$ cat src/logic/pbc_regs.vh
// Register offsets, field positions, reset values and timing for the bypass channel
// Included by pbc_sync_filt and pbc_channel; no logic here
`ifndef PBC_REGS_VH
`define PBC_REGS_VH
`define PBC_CTRL_OFS 8'h29
`define PBC_ISRC_OFS 8'h2A
`define PBC_STAT_OFS 8'h2B
`define PBC_MASK_OFS 8'h2C
`define PBC_CFG_OFS 8'h2D
`define PBC_BIT_EN 7
`define PBC_BIT_IEN 6
`define PBC_BIT_FB 1
`define PBC_BIT_SD 0
`define PBC_ST_SDEDGE 0
`define PBC_ST_LOSS 1
`define PBC_CTRL_RST 8'h02
`define PBC_STAT_RST 2'h0
`define PBC_MASK_RST 2'h1
`define PBC_IRQ_SRC_VAL 8'h29
`define PBC_FILT_LEN 3
`define PBC_LOSS_MAX_NS 400
`define PBC_CLK_NS 10
`define PBC_LOSS_MAX_CYC (`PBC_LOSS_MAX_NS / `PBC_CLK_NS)
`endif

$ cat src/logic/pbc_sync_filt.v
// Two-stage synchroniser followed by a majority-free stability filter
// Assumes one clock; input may be asynchronous in practice
`timescale 1ns/1ps
`include "pbc_regs.vh"
module pbc_sync_filt #(
	parameter FILT_LEN = `PBC_FILT_LEN
) (
	input wire clk_sys,
	input wire rst_n_sync,
	input wire din,
	output reg dout_r
);
	reg s1_r;
	reg s2_r;
	reg [7:0] cnt_r;
	always @(posedge clk_sys or negedge rst_n_sync) begin
		if (!rst_n_sync) begin
			s1_r <= 1'b1;
			s2_r <= 1'b1;
			cnt_r <= 8'h00;
			dout_r <= 1'b1;
		end else begin
			s1_r <= din;
			s2_r <= s1_r;
			if (s2_r == dout_r) begin
				cnt_r <= 8'h00;
			end else if (cnt_r >= FILT_LEN[7:0] - 8'h01) begin
				cnt_r <= 8'h00;
				dout_r <= s2_r;
			end else begin
				cnt_r <= cnt_r + 8'h01;
			end
		end
	end
endmodule

$ cat src/logic/pbc_edge_det.v
// Both-edge detector giving one pulse per change of a filtered level
// Assumes input already synchronous
`timescale 1ns/1ps
module pbc_edge_det (
	input wire clk_sys,
	input wire rst_n_sync,
	input wire level,
	output wire edge_pulse
);
	reg last_r;
	always @(posedge clk_sys or negedge rst_n_sync) begin
		if (!rst_n_sync) begin
			last_r <= 1'b1;
		end else begin
			last_r <= level;
		end
	end
	assign edge_pulse = level ^ last_r;
endmodule

$ cat src/logic/pbc_channel.v
// Port bypass channel nine: control register, pin muxing, signal-detect interrupt
// Assumes synchronous register port with read data one cycle after read strobe
`timescale 1ns/1ps
`include "pbc_regs.vh"

// Notes on behaviour
// - Enable bit set makes pin 3 the bypass output and pin 2 the detect input.
// - Enable overrides other pin configuration; bypass-select bits still pass through.
// - With enable clear, irq enable and bypass bit do not touch the pins.
// - Enable and irq enable set: any filtered detect pin transition raises an interrupt condition.
// - Detect interrupt drives interrupt low and loads source register with 29h.
// - Irq enable clear: detect transitions make no interrupt condition, except a fall with enable and bypass bit set, which sets loss status.
// - Bypass bit drives pin 3 as a push-pull output when enabled.
// - Bypass bit set keeps external bypass input inactive: normal mode.
// - Bypass bit clear activates external bypass input: bypass mode.
// - Filtered detect low clears bypass bit; output drops within 400 ns.
// - Detect bit reads the filtered pin, read-only while enabled.
module pbc_channel (
	input wire clk_sys,
	input wire rst_n,
	input wire [7:0] reg_addr,
	input wire [7:0] reg_wdata,
	input wire reg_wr,
	input wire reg_rd,
	output reg [7:0] reg_rdata_r,
	input wire gp_p53_out,
	input wire gp_p53_oe_n,
	input wire [1:0] bypass_sel,
	input wire port5_bit3_pin_in,
	output reg port5_bit3_pin_out_r,
	output reg port5_bit3_pin_oe_n_r,
	input wire port5_bit2_pin_in,
	input wire gp_p52_out,
	input wire gp_p52_oe_n,
	output reg port5_bit2_pin_out_r,
	output reg port5_bit2_pin_oe_n_r,
	output reg [1:0] bypass_sel_r,
	output reg [7:0] interrupt_source_reg_r,
	output reg irq_n_r,
	output reg irq_r
);
	////////////////////////////////////////////////////////////////////////////////
	// Helpers
	function addr_hit;
		input [7:0] addr;
		input [7:0] ofs;
		begin
			addr_hit = (addr == ofs);
		end
	endfunction

	function irq_any;
		input [1:0] stat;
		input [1:0] mask;
		begin
			irq_any = |(stat & mask);
		end
	endfunction

	function [7:0] pack_ctrl;
		input en;
		input ien;
		input fb;
		input sd;
		begin
			pack_ctrl = {en, ien, 4'h0, fb, sd};
		end
	endfunction

	////////////////////////////////////////////////////////////////////////////////
	// Reset release
	reg rst_a_r;
	reg rst_b_r;
	wire rst_n_sync;
	always @(posedge clk_sys or negedge rst_n) begin
		if (!rst_n) begin
			rst_a_r <= 1'b0;
			rst_b_r <= 1'b0;
		end else begin
			rst_a_r <= 1'b1;
			rst_b_r <= rst_a_r;
		end
	end
	assign rst_n_sync = rst_b_r;

	////////////////////////////////////////////////////////////////////////////////
	// Input conditioning
	wire sd_filt;
	wire sd_edge;
	wire p53_filt;
	pbc_sync_filt #(.FILT_LEN(`PBC_FILT_LEN)) u_sd_filt (
		.clk_sys(clk_sys),
		.rst_n_sync(rst_n_sync),
		.din(port5_bit2_pin_in),
		.dout_r(sd_filt)
	);
	pbc_sync_filt #(.FILT_LEN(`PBC_FILT_LEN)) u_fb_filt (
		.clk_sys(clk_sys),
		.rst_n_sync(rst_n_sync),
		.din(port5_bit3_pin_in),
		.dout_r(p53_filt)
	);
	pbc_edge_det u_sd_edge (
		.clk_sys(clk_sys),
		.rst_n_sync(rst_n_sync),
		.level(sd_filt),
		.edge_pulse(sd_edge)
	);

	////////////////////////////////////////////////////////////////////////////////
	// Registers
	localparam [7:0] CTRL_RST = `PBC_CTRL_RST;
	reg channel_enable_r;
	reg signal_detect_irq_enable_r;
	reg force_bypass_r;
	reg force_bypass_nxt;
	reg [1:0] stat_r;
	reg [1:0] stat_nxt;
	reg [1:0] mask_r;
	reg [7:0] rdata_nxt;
	reg irq_any_nxt;
	wire wr_ctrl;
	wire wr_stat;
	wire wr_mask;
	wire sd_irq_gate;
	wire fb_read;
	wire sd_read;
	wire [1:0] ev;

	////////////////////////////////////////////////////////////////////////////////
	// Write decode
	assign wr_ctrl = reg_wr && addr_hit(reg_addr, `PBC_CTRL_OFS);
	assign wr_stat = reg_wr && addr_hit(reg_addr, `PBC_STAT_OFS);
	assign wr_mask = reg_wr && addr_hit(reg_addr, `PBC_MASK_OFS);

	////////////////////////////////////////////////////////////////////////////////
	// Interrupt events
	// Detect edge event only when enabled and armed
	assign sd_irq_gate = channel_enable_r && signal_detect_irq_enable_r;
	assign ev[`PBC_ST_SDEDGE] = sd_irq_gate && sd_edge;
	// Loss event while the bypass bit still holds normal mode
	assign ev[`PBC_ST_LOSS] = channel_enable_r && force_bypass_r && !sd_filt;

	////////////////////////////////////////////////////////////////////////////////
	// Force-bypass next value
	always @* begin
		force_bypass_nxt = force_bypass_r;
		if (wr_ctrl) begin
			force_bypass_nxt = reg_wdata[`PBC_BIT_FB];
		end
		// Loss of signal overrides any write
		if (!sd_filt) begin
			force_bypass_nxt = 1'b0;
		end
	end

	////////////////////////////////////////////////////////////////////////////////
	// Status next value
	always @* begin
		// Set wins over write-one-to-clear
		stat_nxt = stat_r;
		if (wr_stat) begin
			stat_nxt = stat_r & ~reg_wdata[1:0];
		end
		stat_nxt = stat_nxt | ev;
		irq_any_nxt = irq_any(stat_nxt, mask_r);
	end

	////////////////////////////////////////////////////////////////////////////////
	// Read data select
	// Disabled channel reads the filtered pin 3 level in bit 1 and the pin 2 output register in bit 0
	assign fb_read = channel_enable_r ? force_bypass_r : p53_filt;
	assign sd_read = channel_enable_r ? sd_filt : port5_bit2_pin_out_r;
	always @* begin
		case (reg_addr)
			`PBC_CTRL_OFS: begin
				rdata_nxt = pack_ctrl(channel_enable_r, signal_detect_irq_enable_r,
					fb_read, sd_read);
			end
			`PBC_ISRC_OFS: begin
				rdata_nxt = interrupt_source_reg_r;
			end
			`PBC_STAT_OFS: begin
				rdata_nxt = {6'h00, stat_r};
			end
			`PBC_MASK_OFS: begin
				rdata_nxt = {6'h00, mask_r};
			end
			default: begin
				rdata_nxt = 8'h00;
			end
		endcase
	end

	////////////////////////////////////////////////////////////////////////////////
	// Control register
	always @(posedge clk_sys or negedge rst_n_sync) begin
		if (!rst_n_sync) begin
			channel_enable_r <= CTRL_RST[`PBC_BIT_EN];
			signal_detect_irq_enable_r <= CTRL_RST[`PBC_BIT_IEN];
		end else if (wr_ctrl) begin
			channel_enable_r <= reg_wdata[`PBC_BIT_EN];
			signal_detect_irq_enable_r <= reg_wdata[`PBC_BIT_IEN];
		end
	end

	////////////////////////////////////////////////////////////////////////////////
	// Force-bypass register
	always @(posedge clk_sys or negedge rst_n_sync) begin
		if (!rst_n_sync) begin
			force_bypass_r <= CTRL_RST[`PBC_BIT_FB];
		end else begin
			force_bypass_r <= force_bypass_nxt;
		end
	end

	////////////////////////////////////////////////////////////////////////////////
	// Status and mask
	always @(posedge clk_sys or negedge rst_n_sync) begin
		if (!rst_n_sync) begin
			stat_r <= `PBC_STAT_RST;
			mask_r <= `PBC_MASK_RST;
		end else begin
			stat_r <= stat_nxt;
			if (wr_mask) begin
				mask_r <= reg_wdata[1:0];
			end
		end
	end

	////////////////////////////////////////////////////////////////////////////////
	// Read data, valid one cycle after the strobe
	always @(posedge clk_sys or negedge rst_n_sync) begin
		if (!rst_n_sync) begin
			reg_rdata_r <= 8'h00;
		end else begin
			reg_rdata_r <= reg_rd ? rdata_nxt : 8'h00;
		end
	end

	////////////////////////////////////////////////////////////////////////////////
	// Interrupt source
	always @(posedge clk_sys or negedge rst_n_sync) begin
		if (!rst_n_sync) begin
			interrupt_source_reg_r <= 8'h00;
		end else if (ev[`PBC_ST_SDEDGE]) begin
			interrupt_source_reg_r <= `PBC_IRQ_SRC_VAL;
		end
	end

	////////////////////////////////////////////////////////////////////////////////
	// Interrupt outputs, in step with the status register
	always @(posedge clk_sys or negedge rst_n_sync) begin
		if (!rst_n_sync) begin
			irq_n_r <= 1'b1;
			irq_r <= 1'b0;
		end else begin
			irq_n_r <= ~irq_any_nxt;
			irq_r <= irq_any_nxt;
		end
	end

	////////////////////////////////////////////////////////////////////////////////
	// Bypass select pass-through
	always @(posedge clk_sys or negedge rst_n_sync) begin
		if (!rst_n_sync) begin
			bypass_sel_r <= 2'h0;
		end else begin
			bypass_sel_r <= bypass_sel;
		end
	end

	////////////////////////////////////////////////////////////////////////////////
	// Pin 3: force-bypass output
	always @(posedge clk_sys or negedge rst_n_sync) begin
		if (!rst_n_sync) begin
			port5_bit3_pin_out_r <= 1'b1;
			port5_bit3_pin_oe_n_r <= 1'b1;
		end else if (channel_enable_r) begin
			// High keeps bypass inactive, low forces bypass
			port5_bit3_pin_out_r <= force_bypass_nxt;
			port5_bit3_pin_oe_n_r <= 1'b0;
		end else begin
			port5_bit3_pin_out_r <= gp_p53_out;
			port5_bit3_pin_oe_n_r <= gp_p53_oe_n;
		end
	end

	////////////////////////////////////////////////////////////////////////////////
	// Pin 2: signal-detect input
	always @(posedge clk_sys or negedge rst_n_sync) begin
		if (!rst_n_sync) begin
			port5_bit2_pin_out_r <= 1'b1;
			port5_bit2_pin_oe_n_r <= 1'b1;
		end else if (channel_enable_r) begin
			port5_bit2_pin_out_r <= 1'b1;
			port5_bit2_pin_oe_n_r <= 1'b1;
		end else begin
			port5_bit2_pin_out_r <= gp_p52_out;
			port5_bit2_pin_oe_n_r <= gp_p52_oe_n;
		end
	end
endmodule

$ cat config.mk
export PLATFORM = sky130hd
export DESIGN_NAME = pbc_channel
export DESIGN_NICKNAME = d
export VERILOG_FILES = /design/src/logic/pbc_sync_filt.v /design/src/logic/pbc_edge_det.v /design/src/logic/pbc_channel.v
export VERILOG_INCLUDE_DIRS = /design/src /design/src/logic
export SDC_FILE = /design/constraint.sdc
export NUM_CORES = 1
export LEC_CHECK = 0
export BUFFER_PORTS_ARGS = -buffer_cell sky130_fd_sc_hd__buf_4
export CORE_MARGIN = 2
export CORE_UTILIZATION = 30
export CTS_CLUSTER_SIZE = 24
export DETAILED_ROUTE_END_ITERATION = 7
export PLACE_DENSITY_LB_ADDON = 0.3
export SKIP_LAST_GASP = 1
export SLEW_MARGIN = 20
export SYNTH_ARGS = -nofsm -noshare
export SYNTH_HDL_FRONTEND = slang
export SYNTH_SLANG_ARGS = --single-unit
export TNS_END_PERCENT = 30
$ cat constraint.sdc
create_clock -name clk_sys -period 1.4 [get_ports clk_sys]
set_input_delay 0.28 -clock clk_sys [delete_from_list [all_inputs] [get_ports clk_sys]]
set_output_delay 0.28 -clock clk_sys [all_outputs]
set_load 0.01 [all_outputs]
== Word level (Yosys, flattened, before mapping) ==
Cells that the tools add are included.

* Add/subtract/negate cells: 2
* Order comparisons: 2
* Multiplexer cells: 15
* Bitwise operators: 8
* Reduce and logical (&&, ||, !) cells: 11
* Equality and inequality tests: 6

{| class="wikitable"
|+ Operators by type and width
! kind !! number
|-
| 8-bit 2-to-1 mux || 5
|-
| 8-bit by 6-bit equality test with 1-bit output, second input constant || 4
|-
| 8-bit case mux with 4 select lines || 1
|-
| 8-bit by 1-bit adder with 8-bit output, second input constant || 2
|-
| 8-bit by 2-bit greater-or-equal comparator with 1-bit output, second input constant || 2
|-
| 1-bit 2-to-1 mux || 8
|-
| 1-bit logical AND || 7
|-
| 2-bit AND || 2
|-
| 2-bit AND reduction || 2
|-
| 1-bit inverter || 3
|-
| 1-bit equality test || 2
|-
| 2-bit 2-to-1 mux || 1
|-
| 2-bit inverter || 1
|-
| 2-bit OR || 1
|-
| 2-bit OR reduction || 1
|-
| 1-bit zero test || 1
|-
| 1-bit bitwise XOR || 1
|}

* Word-level logic and storage cells: 69
* Bits in registers: 49

== Longest topological paths before layout ==
Gate-level depths: netlist of the first run.

* Depth in word-level cells: 7
* Mapped depth: 5

== Cells and area by module ==
A second synthesis of the first run with hierarchy kept.

* Cells, all modules: 137
* Area, all modules: 1826.8 µm²

{| class="wikitable"
|+ By module, submodules not included
! module !! area an instance (µm²) !! cells each !! seq. area each (µm²) !! times used
|-
| pbc_channel || 1021.0 || 85 || 584.3 || 1
|-
| pbc_sync_filt || 385.4 || 25 || 279.0 || 2
|-
| pbc_edge_det || 35.0 || 2 || 26.3 || 1
|}

== Worst setup path after synthesis of the first run ==
Ideal clock, no wire load.

* Path type: input -> register
* Start point: input port reg_addr[6]
* End point: register irq_r
* Required time: 1.279 ns
* Arrival time: 1.304 ns
* Setup slack: -0.025 ns
* Setup time: 0.121 ns
* Stages: 4
* Cell sequence: nand3b_1 o31a_1 a211o_1 a22o_1

* Longest elaborated chain between the ends: 6

{| class="wikitable"
|+ RTL lines
! what !! RTL line !! RTL
|-
| start, declared || pbc_channel.v:21 || <nowiki>input wire [7:0] reg_addr,</nowiki>
|-
| 8-bit by 6-bit equality test with 1-bit output || pbc_channel.v:48 || <nowiki>addr_hit = (addr == ofs);</nowiki>
|-
| 1-bit logical AND || pbc_channel.v:133 || <nowiki>assign wr_stat = reg_wr && addr_hit(reg_addr, `PBC_STAT_OFS);</nowiki>
|-
| 2-bit 2-to-1 mux || pbc_channel.v:162 || <nowiki>if (wr_stat) begin</nowiki>
|-
| 2-bit OR || pbc_channel.v:165 || <nowiki>stat_nxt = stat_nxt | ev;</nowiki>
|-
| named net irq_any.stat[0] || pbc_channel.v:53 || <nowiki>input [1:0] stat;</nowiki>
|-
| 2-bit AND || pbc_channel.v:56 || <nowiki>irq_any = |(stat & mask);</nowiki>
|-
| 2-bit OR reduction || pbc_channel.v:56 ||
|-
| named net irq_any_nxt || pbc_channel.v:121 || <nowiki>reg irq_any_nxt;</nowiki>
|-
| end signal, assigned || pbc_channel.v:259 || <nowiki>irq_r <= irq_any_nxt;</nowiki>
|-
| end, declared || pbc_channel.v:40 || <nowiki>output reg irq_r</nowiki>
|}

The timed path passes the listed nets, and every way through them passes these cells.
A chain may end at the register's enable or synchronous reset.

== Final worst setup path of the first run ==
* Start point: register u_sd_filt.dout_r
* End point: register irq_r

* Longest elaborated chain between the ends: 5
* Elaborated cells on any way between the ends: 7

{| class="wikitable"
|+ RTL lines
! what !! RTL line !! RTL
|-
| start, declared || pbc_sync_filt.v:11 || <nowiki>output reg dout_r</nowiki>
|-
| start signal, assigned || pbc_sync_filt.v:29 || <nowiki>dout_r <= s2_r;</nowiki>
|-
| 1-bit bitwise XOR || pbc_edge_det.v:18 || <nowiki>assign edge_pulse = level ^ last_r;</nowiki>
|-
| 1-bit logical AND || pbc_channel.v:140 || <nowiki>assign ev[`PBC_ST_SDEDGE] = sd_irq_gate && sd_edge;</nowiki>
|-
| 2-bit OR || pbc_channel.v:165 ||
|-
| named net irq_any.stat[0] || pbc_channel.v:53 ||
|-
| 2-bit AND || pbc_channel.v:56 ||
|-
| 2-bit OR reduction || pbc_channel.v:56 ||
|-
| named net irq_any_nxt || pbc_channel.v:121 ||
|}

The timed path passes the listed nets, and every way through them passes these cells.

==> results.sh, run 1 <==
export IMPL_cts_made_buffers=5
export IMPL_ys_warnings_count=0
export IMPL_gp_congestion=0.8591
export IMPL_timing_hold_ws_ns=0.07752
export IMPL_grt_use_total_pct=10.11
export IMPL_maxCapViolCount=0
export IMPL_fin_crit_ns=1.422
export IMPL_critPathMaxFanout=3
export IMPL_portBuffers=40
export IMPL_ant_nets=0
export IMPL_fin_crit_sh_pct=101.6
export IMPL_yosysSeqAreaShare_pct=64.37
export IMPL_overflow=0
export IMPL_fin_cells=279
export IMPL_power_leakage_nw=1.117
export IMPL_async_reset_ff_share_pct=100.0
export IMPL_finalMaxSlewViolations=0
export IMPL_via_count=1205
export IMPL_h_tree_depth=2
export IMPL_die_y_um=81.79
export IMPL_fin_setup_tns_ns=-0.02222
export IMPL_grt_pass1_wl_um=5016
export IMPL_ys_seq_elements=46
export IMPL_final_common_cell="buf_4"
export IMPL_cts_tree="yes"
export IMPL_drt_first_pass_iters=4
export IMPL_hold_violations=0
export IMPL_yosys_cell_types_count=36
export IMPL_max_freq_ghz=0.7031
export IMPL_grt_pass1_vias=1133
export IMPL_detail_route_vias_per_cell=4.319
export IMPL_crit_arrival_ns=1.61
export IMPL_cts_sinks=46
export IMPL_synth_area_leaders="dfrtp_1, dfstp_2, buf_4"
export IMPL_place_inst=270
export IMPL_fin_ws_ns=-0.02222
export IMPL_rows=28
export IMPL_layout_common_cells="buf_4, dfrtp_1, conb_1"
export IMPL_synth_edf_count=0
export IMPL_required_ns=1.59
export IMPL_ir_worst_vdd_v=0.0005682
export IMPL_synthCells=140
export IMPL_diodes=0
export IMPL_clock_path_buffers=2
export IMPL_synth_top_area_cell="dfrtp_1"
export IMPL_synth_main_ff_cell="dfrtp_1"
export IMPL_antenna_found_initial=0
export IMPL_place_area_um2=2303
export IMPL_critPathLaunchType="flop"
export IMPL_drt_total_wl_um=3096
export IMPL_root_buffer="clkbuf_8"
export IMPL_syn_avg_cell_area_um2=12.97
export IMPL_fin_skew_ns=0.01128
export IMPL_multiInputGateArea_um2=638.1
export IMPL_die_area_um2=6690
export IMPL_wire_per_inst_um=11.10
export IMPL_end_kind="flop"
export IMPL_area_delta_synth_final_pct=33.08
export IMPL_syn_area_um2=1815
export IMPL_outcome="finished with violations"
export IMPL_grt_max_degree=21
export IMPL_drc=0
export IMPL_core_um2=5886
export IMPL_worstSkewPairLatency_ns=0.30
export IMPL_nets=235
export IMPL_path_clk_slew_ns=0.09
export IMPL_io_pins=52
export IMPL_start_util_pct=30.85
export IMPL_yosysTopAreaCellShare_pct=44.11
export IMPL_die_w_um=81.79
export IMPL_violations="setup timing"
export IMPL_setup_viol=1
export IMPL_dp_hpwl_um=2363
export IMPL_drive_above_1_share_pct=44.12
export IMPL_design_area_um2=2416
export IMPL_p_per_area_nw_per_um2=1016
export IMPL_fillCellCount=577
export IMPL_register_area_um2=1170
export IMPL_drt_iter0_markers=31
export IMPL_place_worst_setup_slack_ns=-0.1887
export IMPL_min_path_type="in2reg"
export IMPL_critPathKind="reg2reg"
export IMPL_rsz0062_at_grt="yes"
final timing paths:
check	to	from	depth (start not counted)	slack, ns
worst min register to register	stat_r[1]	rst_b_r	0	0.19
worst max-delay path	irq_r	u_sd_filt.dout_r	4	-0.02
worst max register to register	irq_r	u_sd_filt.dout_r	4	-0.02
min in group asynchronous	stat_r[1]	rst_b_r	0	0.19
max in group asynchronous	port5_bit3_pin_oe_n_r	rst_b_r	1	0.65
worst min-delay path	u_sd_filt.s1_r	port5_bit2_pin_in	1	0.08
routing by layer:
metal / track usage [%] / part of all wire (%)
met1: 12.73 / 42
met2: 15.77 / 50
met3: 3.407 / 7.3
met4: 4.500 / 0.87
met5: 0 / 0
cells in the mapped netlist (3+ instances only):
master	count
o21ai_0	3
dfstp_2	14
nor4_1	4
buf_4	10
and3_1	3
xnor2_1	3
mux2_2	6
nor2b_1	3
dfrtp_1	32
nand2_1	9
or2_2	3
clkbuf_1	3
ha_1	4
nand3_1	4
nor2_1	9
inv_1	3
xor2_1	3
cell type report:
| class | count | area share (%) |
|---|---|---|
| well taps | 75 | 3.884 |
| repair buffers | 53 | 17.09 |
| clock inverters | 3 | 0.8804 |
| inverters | 3 | 0.4661 |
| clock buffers | 5 | 2.848 |
| multi-input cells | 94 | 26.41 |
| flip-flops and latches | 46 | 48.42 |
flip-flops by register name, summed over array words and instances (netlist names), 2 cells and up:
name and count:
irq_any.mask 2, bypass_sel_r 2, u_fb_filt.cnt_r 8, reg_rdata_r 5, stat_r 2, u_sd_filt.cnt_r 8
through the flow:
step	power, W	utilization, %
after CTS	0.002500	40.84
after global placement	0.001679	39.14
final	0.002455	41.05
after floorplan	0.001563	-
after global routing	0.002596	41.05
after detailed placement	0.001681	39.14
kinds of logic (layout without fill, tap and decap cells):
logic type,count (synthesis),in the layout,synth area share (%)
flip-flops,46,46,64.37
AND/OR/NAND/NOR,45,45,14.13
buffers and inverters,16,64,5.375
AO/OA/AOI/OAI,13,13,5.238
multiplexers,8,8,4.824
XOR/XNOR,6,6,2.895
adder cells (fa/ha/maj),4,4,2.757
other,2,18,0.4137
power by group:
group,switching (W),internal (W),total [W]
clock network,0.000449,0.000351,0.000800
registers,0.0000334,0.00140,0.00143
logic,0.000102,0.000125,0.000226
critical path: stages (launching register included):
cell and delay (ns):
dfstp_2 0.56, xor2_2 0.06, and3_4 0.18, a211o_1 0.30, a22o_1 0.22
timing repair:
| action | in CTS | in global routing |
|---|---|---|
| pin swaps | 0 | 4 |
| setup buffers | 0 | 0 |
| cloned | 0 | 0 |
| hold buffers | 1 | 0 |
| endpoints found under the hold margin | 2 | 0 |
| endpoints found under the setup margin | 2 | 7 |
| gates resized for setup | 0 | 2 |
(Power assumes the default switching activity.)
==> run 2: changes to the inputs <==
--- a/config.mk
+++ b/config.mk
@@ -6,6 +6,7 @@
 export SDC_FILE = /design/constraint.sdc
 export NUM_CORES = 1
 export LEC_CHECK = 0
+export ABC_AREA = 1
 export BUFFER_PORTS_ARGS = -buffer_cell sky130_fd_sc_hd__buf_4
 export CORE_MARGIN = 2
 export CORE_UTILIZATION = 30
==> constraint.sdc (replaced) <==
create_clock -name clk_sys -period 1.25 [get_ports clk_sys]
set_input_delay 0.25 -clock clk_sys [delete_from_list [all_inputs] [get_ports clk_sys]]
set_output_delay 0.25 -clock clk_sys [all_outputs]
set_load 0.01 [all_outputs]
==> run 2 against run 1 <==
Compared with the run above: the flow now finishes without violations; combinational power rose by 8%; via count rose by 2.9%; core utilization fell by 0.57 points; global-route usage rose by 0.22 points; critical path depth fell by 3; synthesized cell count rose by 27%; first-iteration DRC count rose by 26%; non-clock buffer count fell by 4; clock power rose by 14%; die area rose by 1.8%; critical path type is now reg2out.
==> results.sh, run 2 <==
export IMPL_drt_total_wl_um=3126
export IMPL_outcome="finished, final reports clean"
export IMPL_grt_pass1_vias=1184
export IMPL_die_y_um=82.54
export IMPL_maxCapViolCount=0
export IMPL_crit_arrival_ns=0.96
export IMPL_die_area_um2=6813
export IMPL_min_path_type="in2reg"
export IMPL_wire_per_inst_um=9.924
export IMPL_design_area_um2=2411
export IMPL_setup_viol=0
export IMPL_yosysSeqAreaShare_pct=63.15
export IMPL_ir_worst_vdd_v=0.0005255
export IMPL_core_um2=5956
export IMPL_register_area_um2=1170
export IMPL_via_count=1240
export IMPL_cp_top_family="flip-flops"
export IMPL_yosysTopAreaCellShare_pct=43.27
export IMPL_grt_use_total_pct=10.33
export IMPL_ys_seq_elements=46
export IMPL_gp_congestion=0.7743
export IMPL_required_ns=1.00
export IMPL_start_util_pct=31.07
export IMPL_critPathMaxStageDelay_ns=0.56
export IMPL_ys_top_cells_by_count="dfrtp_1, nand2_1, inv_1, nor2_1, dfstp_2"
export IMPL_p_per_area_nw_per_um2=1141
export IMPL_async_reset_ff_share_pct=100.0
export IMPL_ys_warnings_count=0
export IMPL_cts_sinks=46
export IMPL_fin_crit_ns=1.210
export IMPL_met3_usage_pct=3.261
export IMPL_critPathKind="reg2out"
export IMPL_syn_area_um2=1851
export IMPL_cpMaxStageDelayCell="dfstp_2"
export IMPL_place_area_um2=2272
export IMPL_path_cells="buf_4"
export IMPL_ant_nets=0
export IMPL_worstSkewPairLatency_ns=0.29
export IMPL_portBuffers=40
export IMPL_fillCellCount=604
export IMPL_yosys_cell_types_count=27
export IMPL_dp_hpwl_um=2411
export IMPL_place_inst=305
export IMPL_drt_iter0_markers=39
export IMPL_end_kind="primary output"
export IMPL_fin_cells=315
export IMPL_drive_above_1_share_pct=37.08
export IMPL_area_delta_synth_final_pct=30.29
export IMPL_h_tree_depth=2
export IMPL_synth_main_ff_cell="dfrtp_1"
export IMPL_synth_area_leaders="dfrtp_1, dfstp_2, nand2_1"
export IMPL_overflow=0
export IMPL_antenna_found_initial=0
export IMPL_finalMaxSlewViolations=0
export IMPL_diodes=0
export IMPL_detail_route_vias_per_cell=3.937
export IMPL_grt_busiest_layer="met2"
export IMPL_nets=271
export IMPL_critPathLaunchType="flop"
export IMPL_rows=28
export IMPL_grt_use_met2_pct=17.18
export IMPL_synthCells=178
export IMPL_io_pins=52
export IMPL_place_worst_setup_slack_ns=-0.009446
export IMPL_drc=0
export IMPL_critPathMaxFanout=2
export IMPL_path_clk_slew_ns=0.08
export IMPL_cts_tree="yes"
export IMPL_fin_crit_sh_pct=96.84
export IMPL_max_freq_ghz=0.8261
export IMPL_power_leakage_nw=1.201
export IMPL_drt_first_pass_iters=4
export IMPL_syn_avg_cell_area_um2=10.40
export IMPL_grt_met1_usage_pct=12.51
export IMPL_grt_max_degree=27
export IMPL_die_w_um=82.54
export IMPL_clock_path_buffers=2
export IMPL_largest_registers="u_fb_filt.cnt_r x8, u_sd_filt.cnt_r x8, reg_rdata_r x5"
export IMPL_layout_common_cells="buf_4, nand2_1, dfrtp_1"
export IMPL_fin_ws_ns=0.03952
export IMPL_rsz0062_at_grt="yes"
export IMPL_cts_made_buffers=5
export IMPL_grt_pass1_wl_um=5244
export IMPL_multiInputGateArea_um2=599.3
export IMPL_synth_top_area_cell="dfrtp_1"
export IMPL_power_w=0.002752
export IMPL_hold_violations=0
export IMPL_final_common_cell="buf_4"
export IMPL_root_buffer="clkbuf_8"
export IMPL_synth_edf_count=0
export IMPL_critPathBufInv=1
export IMPL_fin_skew_ns=0.003471
## run 2: cell types whose count changed in the layout (fill, tap and decap cells not counted), sizes merged, moves of 3 or more
cell and change:
buf -4, inv +19, mux2 -6, nand2 +26, nand3 +6, nor2 +10
nor2b -3, nor4 -3, o21ai +6
## run 2: metrics by stage
step,TNS (ns),utilization (%),hold slack (ns)
floorplan,0,-,-0.04559
global placement,-0.006792,38.15,0.03404
detailed placement,-0.01176,38.15,0.03528
CTS,-0.003361,40.04,0.04519
global route,-0.2298,40.48,0.03704
finish,0,40.48,0.06225
## run 2: path summary, 6_finish.rpt
path	startpoint	end	slack (ns)	cells after the start
min in group asynchronous	rst_b_r	u_sd_filt.cnt_r[6]	0.22	1
setup reg to reg	u_sd_filt.cnt_r[1]	u_sd_filt.dout_r	0.05	7
setup / recovery	port5_bit2_pin_out_r	port5_bit2_pin_out_r	0.04	1
hold reg to reg	rst_b_r	u_sd_filt.cnt_r[6]	0.22	1
hold / removal	bypass_sel[1]	bypass_sel_r[1]	0.06	1
max in group asynchronous	rst_b_r	port5_bit2_pin_out_r	0.69	1
## run 2: power breakdown
group          switching [W]  total [W]  leakage [nW]  internal, W
Combinational       0.000132   0.000245         0.624     0.000114
Sequential         0.0000269    0.00159         0.530      0.00157
Clock               0.000469   0.000913        0.0472     0.000444
## run 2: cell families (layout without fill, tap and decap cells)
family | after synthesis | count (layout) | share of synthesized area [%]
xor+xnor | 3 | 3 | 1.420
flops | 46 | 46 | 63.15
fa+ha+maj | 4 | 4 | 2.705
simple gates | 76 | 76 | 19.00
buf+inv | 33 | 79 | 9.128
other cells | 2 | 18 | 0.4058
compound gates | 14 | 14 | 4.192
## run 2: what timing repair did
action                                 in CTS  in global routing
setup endpoints to repair                   2                 10
pin swaps                                   0                  2
gates resized for setup                     0                  7
setup buffers                               1                  0
endpoints found under the hold margin       2                  0
hold buffers                                1                  0
## run 2: layout make-up
type | count | area share, %
Clock inverter | 2 | 0.5189
Sequential cell | 46 | 48.52
Clock buffer | 6 | 3.425
Tap cell | 75 | 3.892
Inverter | 22 | 3.425
Timing Repair Buffer | 49 | 15.36
Multi-Input combinational cell | 115 | 24.86
## run 2: per-layer routing
layer  wire (µm)  share of wire, %
met3         151               4.8
met1        1313                42
met5           0                 0
met2        1615                52
met4          45               1.4
